### config.mk
export PLATFORM = sky130hd
export DESIGN_NAME = mpo_seq
export DESIGN_NICKNAME = d
export VERILOG_FILES = /design/src/verilog/mpo_pkg.sv /design/src/verilog/mpo_seq.sv
export SDC_FILE = /design/constraint.sdc
export NUM_CORES = 1
export LEC_CHECK = 0
export ABC_AREA = 1
export CORE_UTILIZATION = 49
export DETAILED_ROUTE_END_ITERATION = 8
export DONT_BUFFER_PORTS = 1
export GPL_TIMING_DRIVEN = 0
export PLACE_DENSITY = 0.66
export SLEW_MARGIN = 20
export SYNTH_ARGS = -nofsm -noshare
export SYNTH_HDL_FRONTEND = slang
export SYNTH_SLANG_ARGS = --single-unit
### constraint.sdc
create_clock -name sys_clk -period 2.2 [get_ports sys_clk]
set_clock_uncertainty 0.15 [all_clocks]
set_input_delay 0.33 -clock sys_clk [delete_from_list [all_inputs] [get_ports sys_clk]]
set_output_delay 0.33 -clock sys_clk [all_outputs]
set_load 0.02 [all_outputs]
### src/verilog/mpo_pkg.sv
/*
 Constants, register map and state type of the low-power reset sequencer.
 Assumes a 200 MHz system clock and a 32768 Hz oscillator rate for the slow domain.
*/
package mpo_pkg;

   // ------------------------------------------------------------------
   // Clock rates and divider
   // ------------------------------------------------------------------
   localparam int SYS_CLK_HZ   = 200_000_000;
   localparam int OSC_HZ       = 32768;
   localparam int TICK_DIV_DEF = SYS_CLK_HZ / OSC_HZ;
   localparam int DIV_W        = 13;

   // ------------------------------------------------------------------
   // PLL start-up timer, counted in slow ticks
   // ------------------------------------------------------------------
   localparam int PLL_BASE_MS    = 4;
   localparam int PLL_BASE_TICKS = (PLL_BASE_MS * OSC_HZ + 999) / 1000;
   localparam int PLL_CNT_W      = 12;
   localparam logic [PLL_CNT_W-1:0] PLL_BASE_CNT = PLL_CNT_W'(PLL_BASE_TICKS);
   localparam int CLK_PLL_LO     = 0;
   localparam int CLK_PLL_W      = 2;

   // ------------------------------------------------------------------
   // Register indices and byte addresses
   // ------------------------------------------------------------------
   localparam int ADDR_W          = 10;
   localparam logic [7:0] IDX_CLOCK_CONTROL = 8'h8f;
   localparam logic [7:0] IDX_MISC_POWER    = 8'hba;
   localparam logic [7:0] IDX_STATUS        = 8'hbb;
   localparam logic [ADDR_W-1:0] ADR_CLOCK_CONTROL = {IDX_CLOCK_CONTROL, 2'h0};
   localparam logic [ADDR_W-1:0] ADR_MISC_POWER    = {IDX_MISC_POWER, 2'h0};
   localparam logic [ADDR_W-1:0] ADR_STATUS        = {IDX_STATUS, 2'h0};

   // ------------------------------------------------------------------
   // Field positions and reset values
   // ------------------------------------------------------------------
   localparam int MISC_SELF_REF   = 0;
   localparam int MISC_LP_REFRESH = 2;
   localparam int MISC_GP2_VAL    = 3;
   localparam int MISC_GP3_VAL    = 4;
   localparam int MISC_GP2_EN     = 5;
   localparam int MISC_GP3_EN     = 6;
   localparam int STAT_LOW_POWER  = 0;
   localparam int STAT_RAM_INVAL  = 1;
   localparam int STAT_SYS_RESET  = 2;
   localparam logic [7:0] CLOCK_CONTROL_RST = 8'h00;
   localparam logic [7:0] MISC_POWER_RST    = 8'h00;

   // ------------------------------------------------------------------
   // Sequencer states
   // ------------------------------------------------------------------
   typedef enum logic [1:0] {ST_COLD, ST_RUN, ST_LOWPWR, ST_PLLWAIT} mpo_state_t;

endpackage

### src/verilog/mpo_seq.sv
/*
 Low-power reset sequencer: reset inputs, refresh control in the low-power
 state, system reset output, PLL gating, termination and preset outputs.
 Assumes all inputs synchronous to sys_clk and an Avalon-MM master on the bus.
*/
// The Avalon-MM register port was chosen for this implementation.
// Functional notes
// - Misc register bit 2 enables refresh in low power; default cleared, off.
// - Low-power refresh type is the one configured before power-good fell.
// - Master reset sampled low clears the low-power refresh enable bit.
// - Power-good reset leaves the refresh enable bit unchanged.
// - Self-refresh exit issues exactly one CBR cycle, then normal CBR refresh.
// - Low-power refresh runs on the 32 kHz tick.
// - System reset output asserts when core and I/O supplies present and either reset asserted.
// - While reset, PLL clocks gated and CPU held; release follows PLL timer.
// - Master reset returns registers to defaults, PLL timer to 4 ms.
// - Cold boot holds reset output until both reset inputs deassert.
// - Low power keeps programmed PLL timer and gates the PLLs.
// - Power-good assertion asserts reset output at once, held in low power while I/O supply is up.
// - On exit, reset output driven once I/O supply returns, until timer expires.
// - Pull-down termination active unless both reset inputs high.
// - General outputs two and three may drive preset values in low power.
// - Power-good release runs power-up sequence without resetting clock or RAM flag.
// - Master reset fully resets clock unit and sets RAM invalid flag.
`timescale 1ns/10ps
module mpo_seq #(
   parameter int TICK_DIV = mpo_pkg::TICK_DIV_DEF
) (
   input  wire logic                        sys_clk,
   input  wire logic                        srst,
   input  wire logic [mpo_pkg::ADDR_W-1:0]  avs_address,
   input  wire logic                        avs_read,
   input  wire logic                        avs_write,
   input  wire logic [3:0]                  avs_byteenable,
   input  wire logic [31:0]                 avs_writedata,
   output logic      [31:0]                 avs_readdata,
   output logic                             avs_waitrequest,
   input  wire logic                        masterResetInN,
   input  wire logic                        powerGoodResetInN,
   input  wire logic                        coreSupplyOk,
   input  wire logic                        systemIoSupplyOk,
   input  wire logic                        gpTwoNormal,
   input  wire logic                        gpThreeNormal,
   output logic                             systemResetOut,
   output logic                             coreHold,
   output logic                             forceTerm,
   output logic                             generalOutputTwo,
   output logic                             generalOutputThree,
   output logic                             refreshPulse,
   output logic                             selfRefreshOut,
   output logic                             normalRefreshOn,
   output logic                             rtcFullReset,
   output logic                             lowPowerActive
);
   import mpo_pkg::*;

   logic [DIV_W-1:0]     divCnt;
   logic                 tick;
   logic                 mrMeta;
   logic                 mrSync;
   logic                 pgMeta;
   logic                 pgSync;
   logic                 mrAsserted;
   logic                 pgAsserted;
   mpo_state_t           state;
   logic [PLL_CNT_W-1:0] pllCnt;
   logic [PLL_CNT_W-1:0] pllLimit;
   logic                 lpSelfRef;
   logic [7:0]           clockControl;
   logic [7:0]           miscPower;
   logic                 rtcRamInvalid;
   logic                 busWr;
   logic                 wrClock;
   logic                 wrMisc;
   logic                 wrStatus;
   logic                 internalRst;
   logic                 lpOn;
   logic [7:0]           next_readByte;

   // ------------------------------------------------------------------
   // Slow tick divider
   // ------------------------------------------------------------------
   // 32 kHz enable
   always_ff @(posedge sys_clk)
   begin
      if (srst)
      begin
         divCnt <= '0;
         tick   <= 1'b0;
      end
      else if (divCnt == DIV_W'(TICK_DIV - 1))
      begin
         divCnt <= '0;
         tick   <= 1'b1;
      end
      else
      begin
         divCnt <= divCnt + DIV_W'(1);
         tick   <= 1'b0;
      end
   end

   // ------------------------------------------------------------------
   // Reset input synchronisers
   // ------------------------------------------------------------------
   // Two stages on tick
   always_ff @(posedge sys_clk)
   begin
      if (srst)
      begin
         mrMeta <= 1'b0;
         mrSync <= 1'b0;
         pgMeta <= 1'b0;
         pgSync <= 1'b0;
      end
      else if (tick)
      begin
         mrMeta <= masterResetInN;
         mrSync <= mrMeta;
         pgMeta <= powerGoodResetInN;
         pgSync <= pgMeta;
      end
   end

   assign mrAsserted = ~mrSync;
   assign pgAsserted = ~pgSync;
   assign lpOn       = miscPower[MISC_LP_REFRESH];
   assign pllLimit   = PLL_BASE_CNT << clockControl[CLK_PLL_LO +: CLK_PLL_W];

   // ------------------------------------------------------------------
   // Power sequencer
   // ------------------------------------------------------------------
   always_ff @(posedge sys_clk)
   begin
      if (srst)
      begin
         state     <= ST_COLD;
         pllCnt    <= '0;
         lpSelfRef <= 1'b0;
      end
      else if (tick)
      begin
         if (mrAsserted)
         begin
            state  <= ST_COLD;
            pllCnt <= '0;
         end
         else
         begin
            unique case (state)
               ST_COLD:
                  if (!pgAsserted)
                  begin
                     state  <= ST_PLLWAIT;
                     pllCnt <= '0;
                  end
               ST_RUN:
                  if (pgAsserted)
                  begin
                     state     <= ST_LOWPWR;
                     lpSelfRef <= miscPower[MISC_SELF_REF];
                  end
               ST_LOWPWR:
                  if (!pgAsserted)
                  begin
                     state  <= ST_PLLWAIT;
                     pllCnt <= '0;
                  end
               ST_PLLWAIT:
                  if (pgAsserted)
                     state <= ST_LOWPWR;
                  else if (pllCnt >= pllLimit - PLL_CNT_W'(1))
                     state <= ST_RUN;
                  else
                     pllCnt <= pllCnt + PLL_CNT_W'(1);
            endcase
         end
      end
   end

   // ------------------------------------------------------------------
   // Refresh control
   // ------------------------------------------------------------------
   always_ff @(posedge sys_clk)
   begin
      if (srst)
      begin
         refreshPulse    <= 1'b0;
         selfRefreshOut  <= 1'b0;
         normalRefreshOn <= 1'b0;
      end
      else
      begin
         refreshPulse    <= 1'b0;
         normalRefreshOn <= (state == ST_RUN);
         if (tick)
         begin
            if (state == ST_LOWPWR && lpOn && !lpSelfRef)
               refreshPulse <= 1'b1;
            if (selfRefreshOut && state == ST_LOWPWR && !pgAsserted && !mrAsserted)
            begin
               refreshPulse   <= 1'b1;
               selfRefreshOut <= 1'b0;
            end
            else
               selfRefreshOut <= (state == ST_LOWPWR) && lpOn && lpSelfRef;
         end
      end
   end

   // ------------------------------------------------------------------
   // Reset, hold, termination and preset outputs
   // ------------------------------------------------------------------
   // Core supply and either reset, or sequencer out of run state
   assign internalRst = coreSupplyOk &
                        (~masterResetInN | ~powerGoodResetInN | (state != ST_RUN));

   always_ff @(posedge sys_clk)
   begin
      if (srst)
      begin
         systemResetOut <= 1'b1;
         coreHold       <= 1'b1;
         lowPowerActive <= 1'b0;
      end
      else
      begin
         // Driven only while I/O supply is up
         systemResetOut <= internalRst & systemIoSupplyOk;
         coreHold       <= internalRst;
         lowPowerActive <= (state == ST_LOWPWR);
      end
   end

   always_ff @(posedge sys_clk)
   begin
      if (srst)
         forceTerm <= 1'b1;
      else if (tick)
         forceTerm <= ~(mrSync & pgSync);
   end

   always_ff @(posedge sys_clk)
   begin
      if (srst)
      begin
         generalOutputTwo   <= 1'b0;
         generalOutputThree <= 1'b0;
      end
      else
      begin
         generalOutputTwo <= (state == ST_LOWPWR && miscPower[MISC_GP2_EN]) ?
                             miscPower[MISC_GP2_VAL] : gpTwoNormal;
         generalOutputThree <= (state == ST_LOWPWR && miscPower[MISC_GP3_EN]) ?
                               miscPower[MISC_GP3_VAL] : gpThreeNormal;
      end
   end

   // ------------------------------------------------------------------
   // Clock unit reset and RAM flag
   // ------------------------------------------------------------------
   always_ff @(posedge sys_clk)
   begin
      if (srst)
      begin
         rtcFullReset  <= 1'b1;
         rtcRamInvalid <= 1'b1;
      end
      else
      begin
         rtcFullReset <= mrAsserted;
         if (mrAsserted)
            rtcRamInvalid <= 1'b1;
         else if (wrStatus && avs_writedata[STAT_RAM_INVAL])
            rtcRamInvalid <= 1'b0;
      end
   end

   // ------------------------------------------------------------------
   // Avalon-MM slave
   // ------------------------------------------------------------------
   assign busWr    = avs_write & ~avs_waitrequest & avs_byteenable[0];
   assign wrClock  = busWr & (avs_address == ADR_CLOCK_CONTROL);
   assign wrMisc   = busWr & (avs_address == ADR_MISC_POWER);
   assign wrStatus = busWr & (avs_address == ADR_STATUS);

   always_ff @(posedge sys_clk)
   begin
      if (srst)
         avs_waitrequest <= 1'b1;
      else
         avs_waitrequest <= ~((avs_read | avs_write) & avs_waitrequest);
   end

   always_ff @(posedge sys_clk)
   begin
      if (srst || mrAsserted)
      begin
         clockControl <= CLOCK_CONTROL_RST;
         miscPower    <= MISC_POWER_RST;
      end
      else
      begin
         if (wrClock)
            clockControl <= avs_writedata[7:0];
         if (wrMisc)
            miscPower <= avs_writedata[7:0];
      end
   end

   always_comb
   begin
      next_readByte = 8'h00;
      unique case (avs_address)
         ADR_CLOCK_CONTROL: next_readByte = clockControl;
         ADR_MISC_POWER:    next_readByte = miscPower;
         ADR_STATUS:        next_readByte = {5'h00, systemResetOut, rtcRamInvalid,
                                             lowPowerActive};
         default:           next_readByte = 8'h00;
      endcase
   end

   always_ff @(posedge sys_clk)
   begin
      if (srst)
         avs_readdata <= 32'h0000_0000;
      else if (avs_read && avs_waitrequest)
         avs_readdata <= {24'h00_0000, next_readByte};
   end
endmodule // mpo_seq

==> flow_metrics.env <==
export IMPL_ir_worst_vdd_mv=0.505
export IMPL_grt_pass1_wl_um=13300
export IMPL_critPathLaunchType="register"
export IMPL_num_io_pins=99
export IMPL_antenna_cells=0
export IMPL_die_area_um2=7850
export IMPL_synth_compound_area_share_pct=12.8
export IMPL_internal_power_mw=1.97
export IMPL_clock_sinks=69
export IMPL_required_ns=2.32
export IMPL_die_x_um=88.6
export IMPL_ys_types=40
export IMPL_synth_simple_area_share_pct=30.9
export IMPL_drt_iter0_markers=216
export IMPL_grt_overflow_total=0
export IMPL_fin_tns_setup_ns=0
export IMPL_synthMuxAreaShare_pct=0
export IMPL_grt_busiest_layer="met2"
export IMPL_grt_max_degree=15
export IMPL_hold_path_class="in -> reg"
export IMPL_rsz0062_at_grt="no"
export IMPL_nNetsFinal=641
export IMPL_yosysSeqAreaShare_pct=37.6
export IMPL_cts_max_path_buffers=2
export IMPL_vias_per_cell=5.08
export IMPL_netlist_area_um2=3670
export IMPL_yosys_register_bits=69
export IMPL_clk_latency_ns=0.35
export IMPL_yosysWarningCount=0
export IMPL_use_met1_pct=31.4
export IMPL_grt_pass1_vias=2922
export IMPL_drc_errors=0
export IMPL_path_clk_slew_ns=0.08
export IMPL_tightestPinTransition_ns=0.589
export IMPL_grt_usage_pct=22.4
export IMPL_synth_xor_area_share_pct=0.715
export IMPL_p_per_area_nw_per_um2=620
export IMPL_syn2layout_area_growth_pct=14.9
export IMPL_synth_top_family_by_area="simple AND/OR/NAND/NOR gates"
export IMPL_synth_edf_count=0
export IMPL_hpwl_um=6170
export IMPL_postSynth_asyncResetShare_pct=0
export IMPL_dr_pass1_iters=5
export IMPL_crit_path_end_kind="register"
export IMPL_grt_use_met2_pct=33.4
export IMPL_vias=3437
export IMPL_pwr_share_comb_pct=5.6
export IMPL_fin_total_pwr_mw=2.62
export IMPL_syn_area_per_cell_um2=6.97
export IMPL_place_congestion=0.888
export IMPL_maxSlewViolCount=0
export IMPL_htree_num_levels=3
export IMPL_fmax_mhz=492
export IMPL_hold_viol=0
export IMPL_multiInputGateArea_um2=1900
export IMPL_synthFlopType="dfxtp_1"
export IMPL_maxCapViolations=0
export IMPL_cts_tree="done"
export IMPL_p_sw_mw=0.647
export IMPL_rows=31
export IMPL_worstSetupPathType="reg -> reg"
export IMPL_nFillCells=687
export IMPL_status="completed"
export IMPL_synthAdderAreaFrac_pct=4.43
export IMPL_critical_path_max_fanout=10
export IMPL_syn_inst=527
export IMPL_seq_power_share_pct=48.7
export IMPL_antenna_found_initial=0
export IMPL_setup_viol=0
export IMPL_layout_min_cycle_time_ns=2.03
export IMPL_routedWlPerCell_um=12.4
export IMPL_wl_um=8410
export IMPL_register_area_um2=1380
export IMPL_p_leak_nw=1.65
export IMPL_ant_nets=0
export IMPL_die_h_um=88.6
export IMPL_fin_crit_sh_pct=92.4
export IMPL_ctsRootBufferMaster="clkbuf_8"
export IMPL_initial_core_util_pct=50.7
export IMPL_layout_drive_gt1_share_pct=11.4
export IMPL_power_frac_clock_pct=45.7
export IMPL_ff2ff_setup_slack_ns=0.17
export IMPL_portBuffers=0
export IMPL_cts_made_buffers=9
export IMPL_cp_arrival_ns=2.16
export IMPL_core_um2=7250
export IMPL_met3_usage_pct=4.20
export IMPL_relSlewSlack_pct=60.4
export IMPL_swShare_pct=24.7
export IMPL_postCtsSetupBuffers=0
==> cells in the mapped netlist, types with 2 or more instances <==
| library cell | count | area, um^2 |
|---|---|---|
| nand3_1 | 40 | 200 |
| nand2_1 | 101 | 379 |
| nand3b_1 | 7 | 52.6 |
| buf_2 | 5 | 25.0 |
| buf_1 | 2 | 7.51 |
| ha_1 | 13 | 163 |
| nor3b_1 | 2 | 15.0 |
| nand2_2 | 3 | 18.8 |
| conb_1 | 2 | 7.51 |
| nor3_1 | 7 | 35.0 |
| nand4_1 | 12 | 75.1 |
| nor3_2 | 2 | 20.0 |
| buf_4 | 25 | 188 |
| clkbuf_1 | 4 | 15.0 |
| a211oi_1 | 5 | 37.5 |
| dfxtp_1 | 69 | 1380 |
| o21ai_0 | 21 | 105 |
| o22ai_1 | 4 | 25.0 |
| inv_2 | 3 | 11.3 |
| inv_1 | 60 | 225 |
| o21bai_1 | 3 | 22.5 |
| nor2_1 | 69 | 259 |
| a21oi_1 | 47 | 235 |
| nor4_1 | 4 | 25.0 |
| xor2_1 | 2 | 17.5 |
==> per-layer routing <==
layer | vias up | part of all wire [%]
met3 | 12 | 5.8
met5 | - | 0
met1 | 1561 | 48
li1 | 1767 | -
met2 | 97 | 45
met4 | 0 | 1.4
==> path summary, 6_finish.rpt <==
check                               start                          to  cells after the start
max          clockControl[0]$_SDFFE_PP0P_      pllCnt[8]$_SDFFE_PP0P_                     12
min                      avs_writedata[5]   miscPower[5]$_SDFFE_PP0P_                      2
max reg2reg  clockControl[0]$_SDFFE_PP0P_      pllCnt[8]$_SDFFE_PP0P_                     12
min reg2reg    rtcRamInvalid$_SDFFE_PP1P_  rtcRamInvalid$_SDFFE_PP1P_                      2
==> logic make-up (layout without fill, tap and decap cells) <==
family / Yosys count / count (layout)
buffers and inverters: 101 / 126
DFF: 69 / 69
xor gates and xnor gates: 3 / 3
adders and majority gates: 13 / 13
AOI/OAI and AO/OA: 86 / 86
and+or+nand+nor: 253 / 253
other: 2 / 27
==> cells in the final DEF, fill, tap and decap left out, drive strengths merged, types with 13 or more instances in the layout <==
cell    netlist  routed
o21ai        21      21
nand3        41      41
inv          63      67
buf          33      33
nor2         70      70
a21oi        47      47
dfxtp        69      69
conb          2      27
ha           13      13
clkbuf        4      13
nand2       105     105
==> critical path, cell delays in order (launching register included) <==
cell and delay (ns):
dfxtp_2 0.36, nor2_2 0.13, inv_1 0.05, ha_1 0.29, nand2_1 0.07, nor2_1 0.15
nand2_1 0.08, nor2_1 0.11, nor2_2 0.07, nand2_2 0.09, buf_4 0.18, nand3_1 0.08
a21oi_1 0.15
==> layout make-up <==
class,instances,share of cell area (%)
buffer,37,5.98
clock inverter,7,2.49
tap,99,2.93
inverter,64,5.72
clock buffer,9,2.93
sequential,69,32.8
multi-input combinational,382,45.1
timing repair buffer,9,2.13
==> through the flow <==
stage	setup slack, ns	utilization, %	cell area (um^2)	cells	hold WS [ns]
global placement	0.105	53.7	3890	651	0.282
CTS	0.0621	58.1	4210	676	0.000399
floorplan	0.348	-	3770	552	0.269
finish	0.167	58.2	4220	676	0.0148
global route	0.0193	58.2	4220	676	0.00171
detailed placement	0.0851	53.7	3890	651	0.288
==> what timing repair did <==
| item | 4_1_cts | 5_1_grt |
|---|---|---|
| endpoints found under the hold margin | 12 | 0 |
| resized for setup | 0 | 7 |
| setup endpoints to repair | 0 | 11 |
| hold buffers | 9 | 0 |
==> power by group through the flow <==
stage          clock network, mW  logic [mW]  registers (mW)
2_1_floorplan                  0       0.114            1.30
3_3_place_gp                   0       0.129            1.30
3_5_place_dp                   0       0.130            1.30
4_1_cts                     1.23       0.145            1.28
5_1_grt                     1.28       0.165            1.28
6_report                    1.20       0.147            1.28
==> sequential cells by signal, indices dropped and copies added (netlist names), 2 cells and up <==
signal        count
avs_readdata      8
clockControl      8
divCnt           13
miscPower         8
pllCnt           12
state             2
Note: power is estimated with default switching activity, not from simulation.
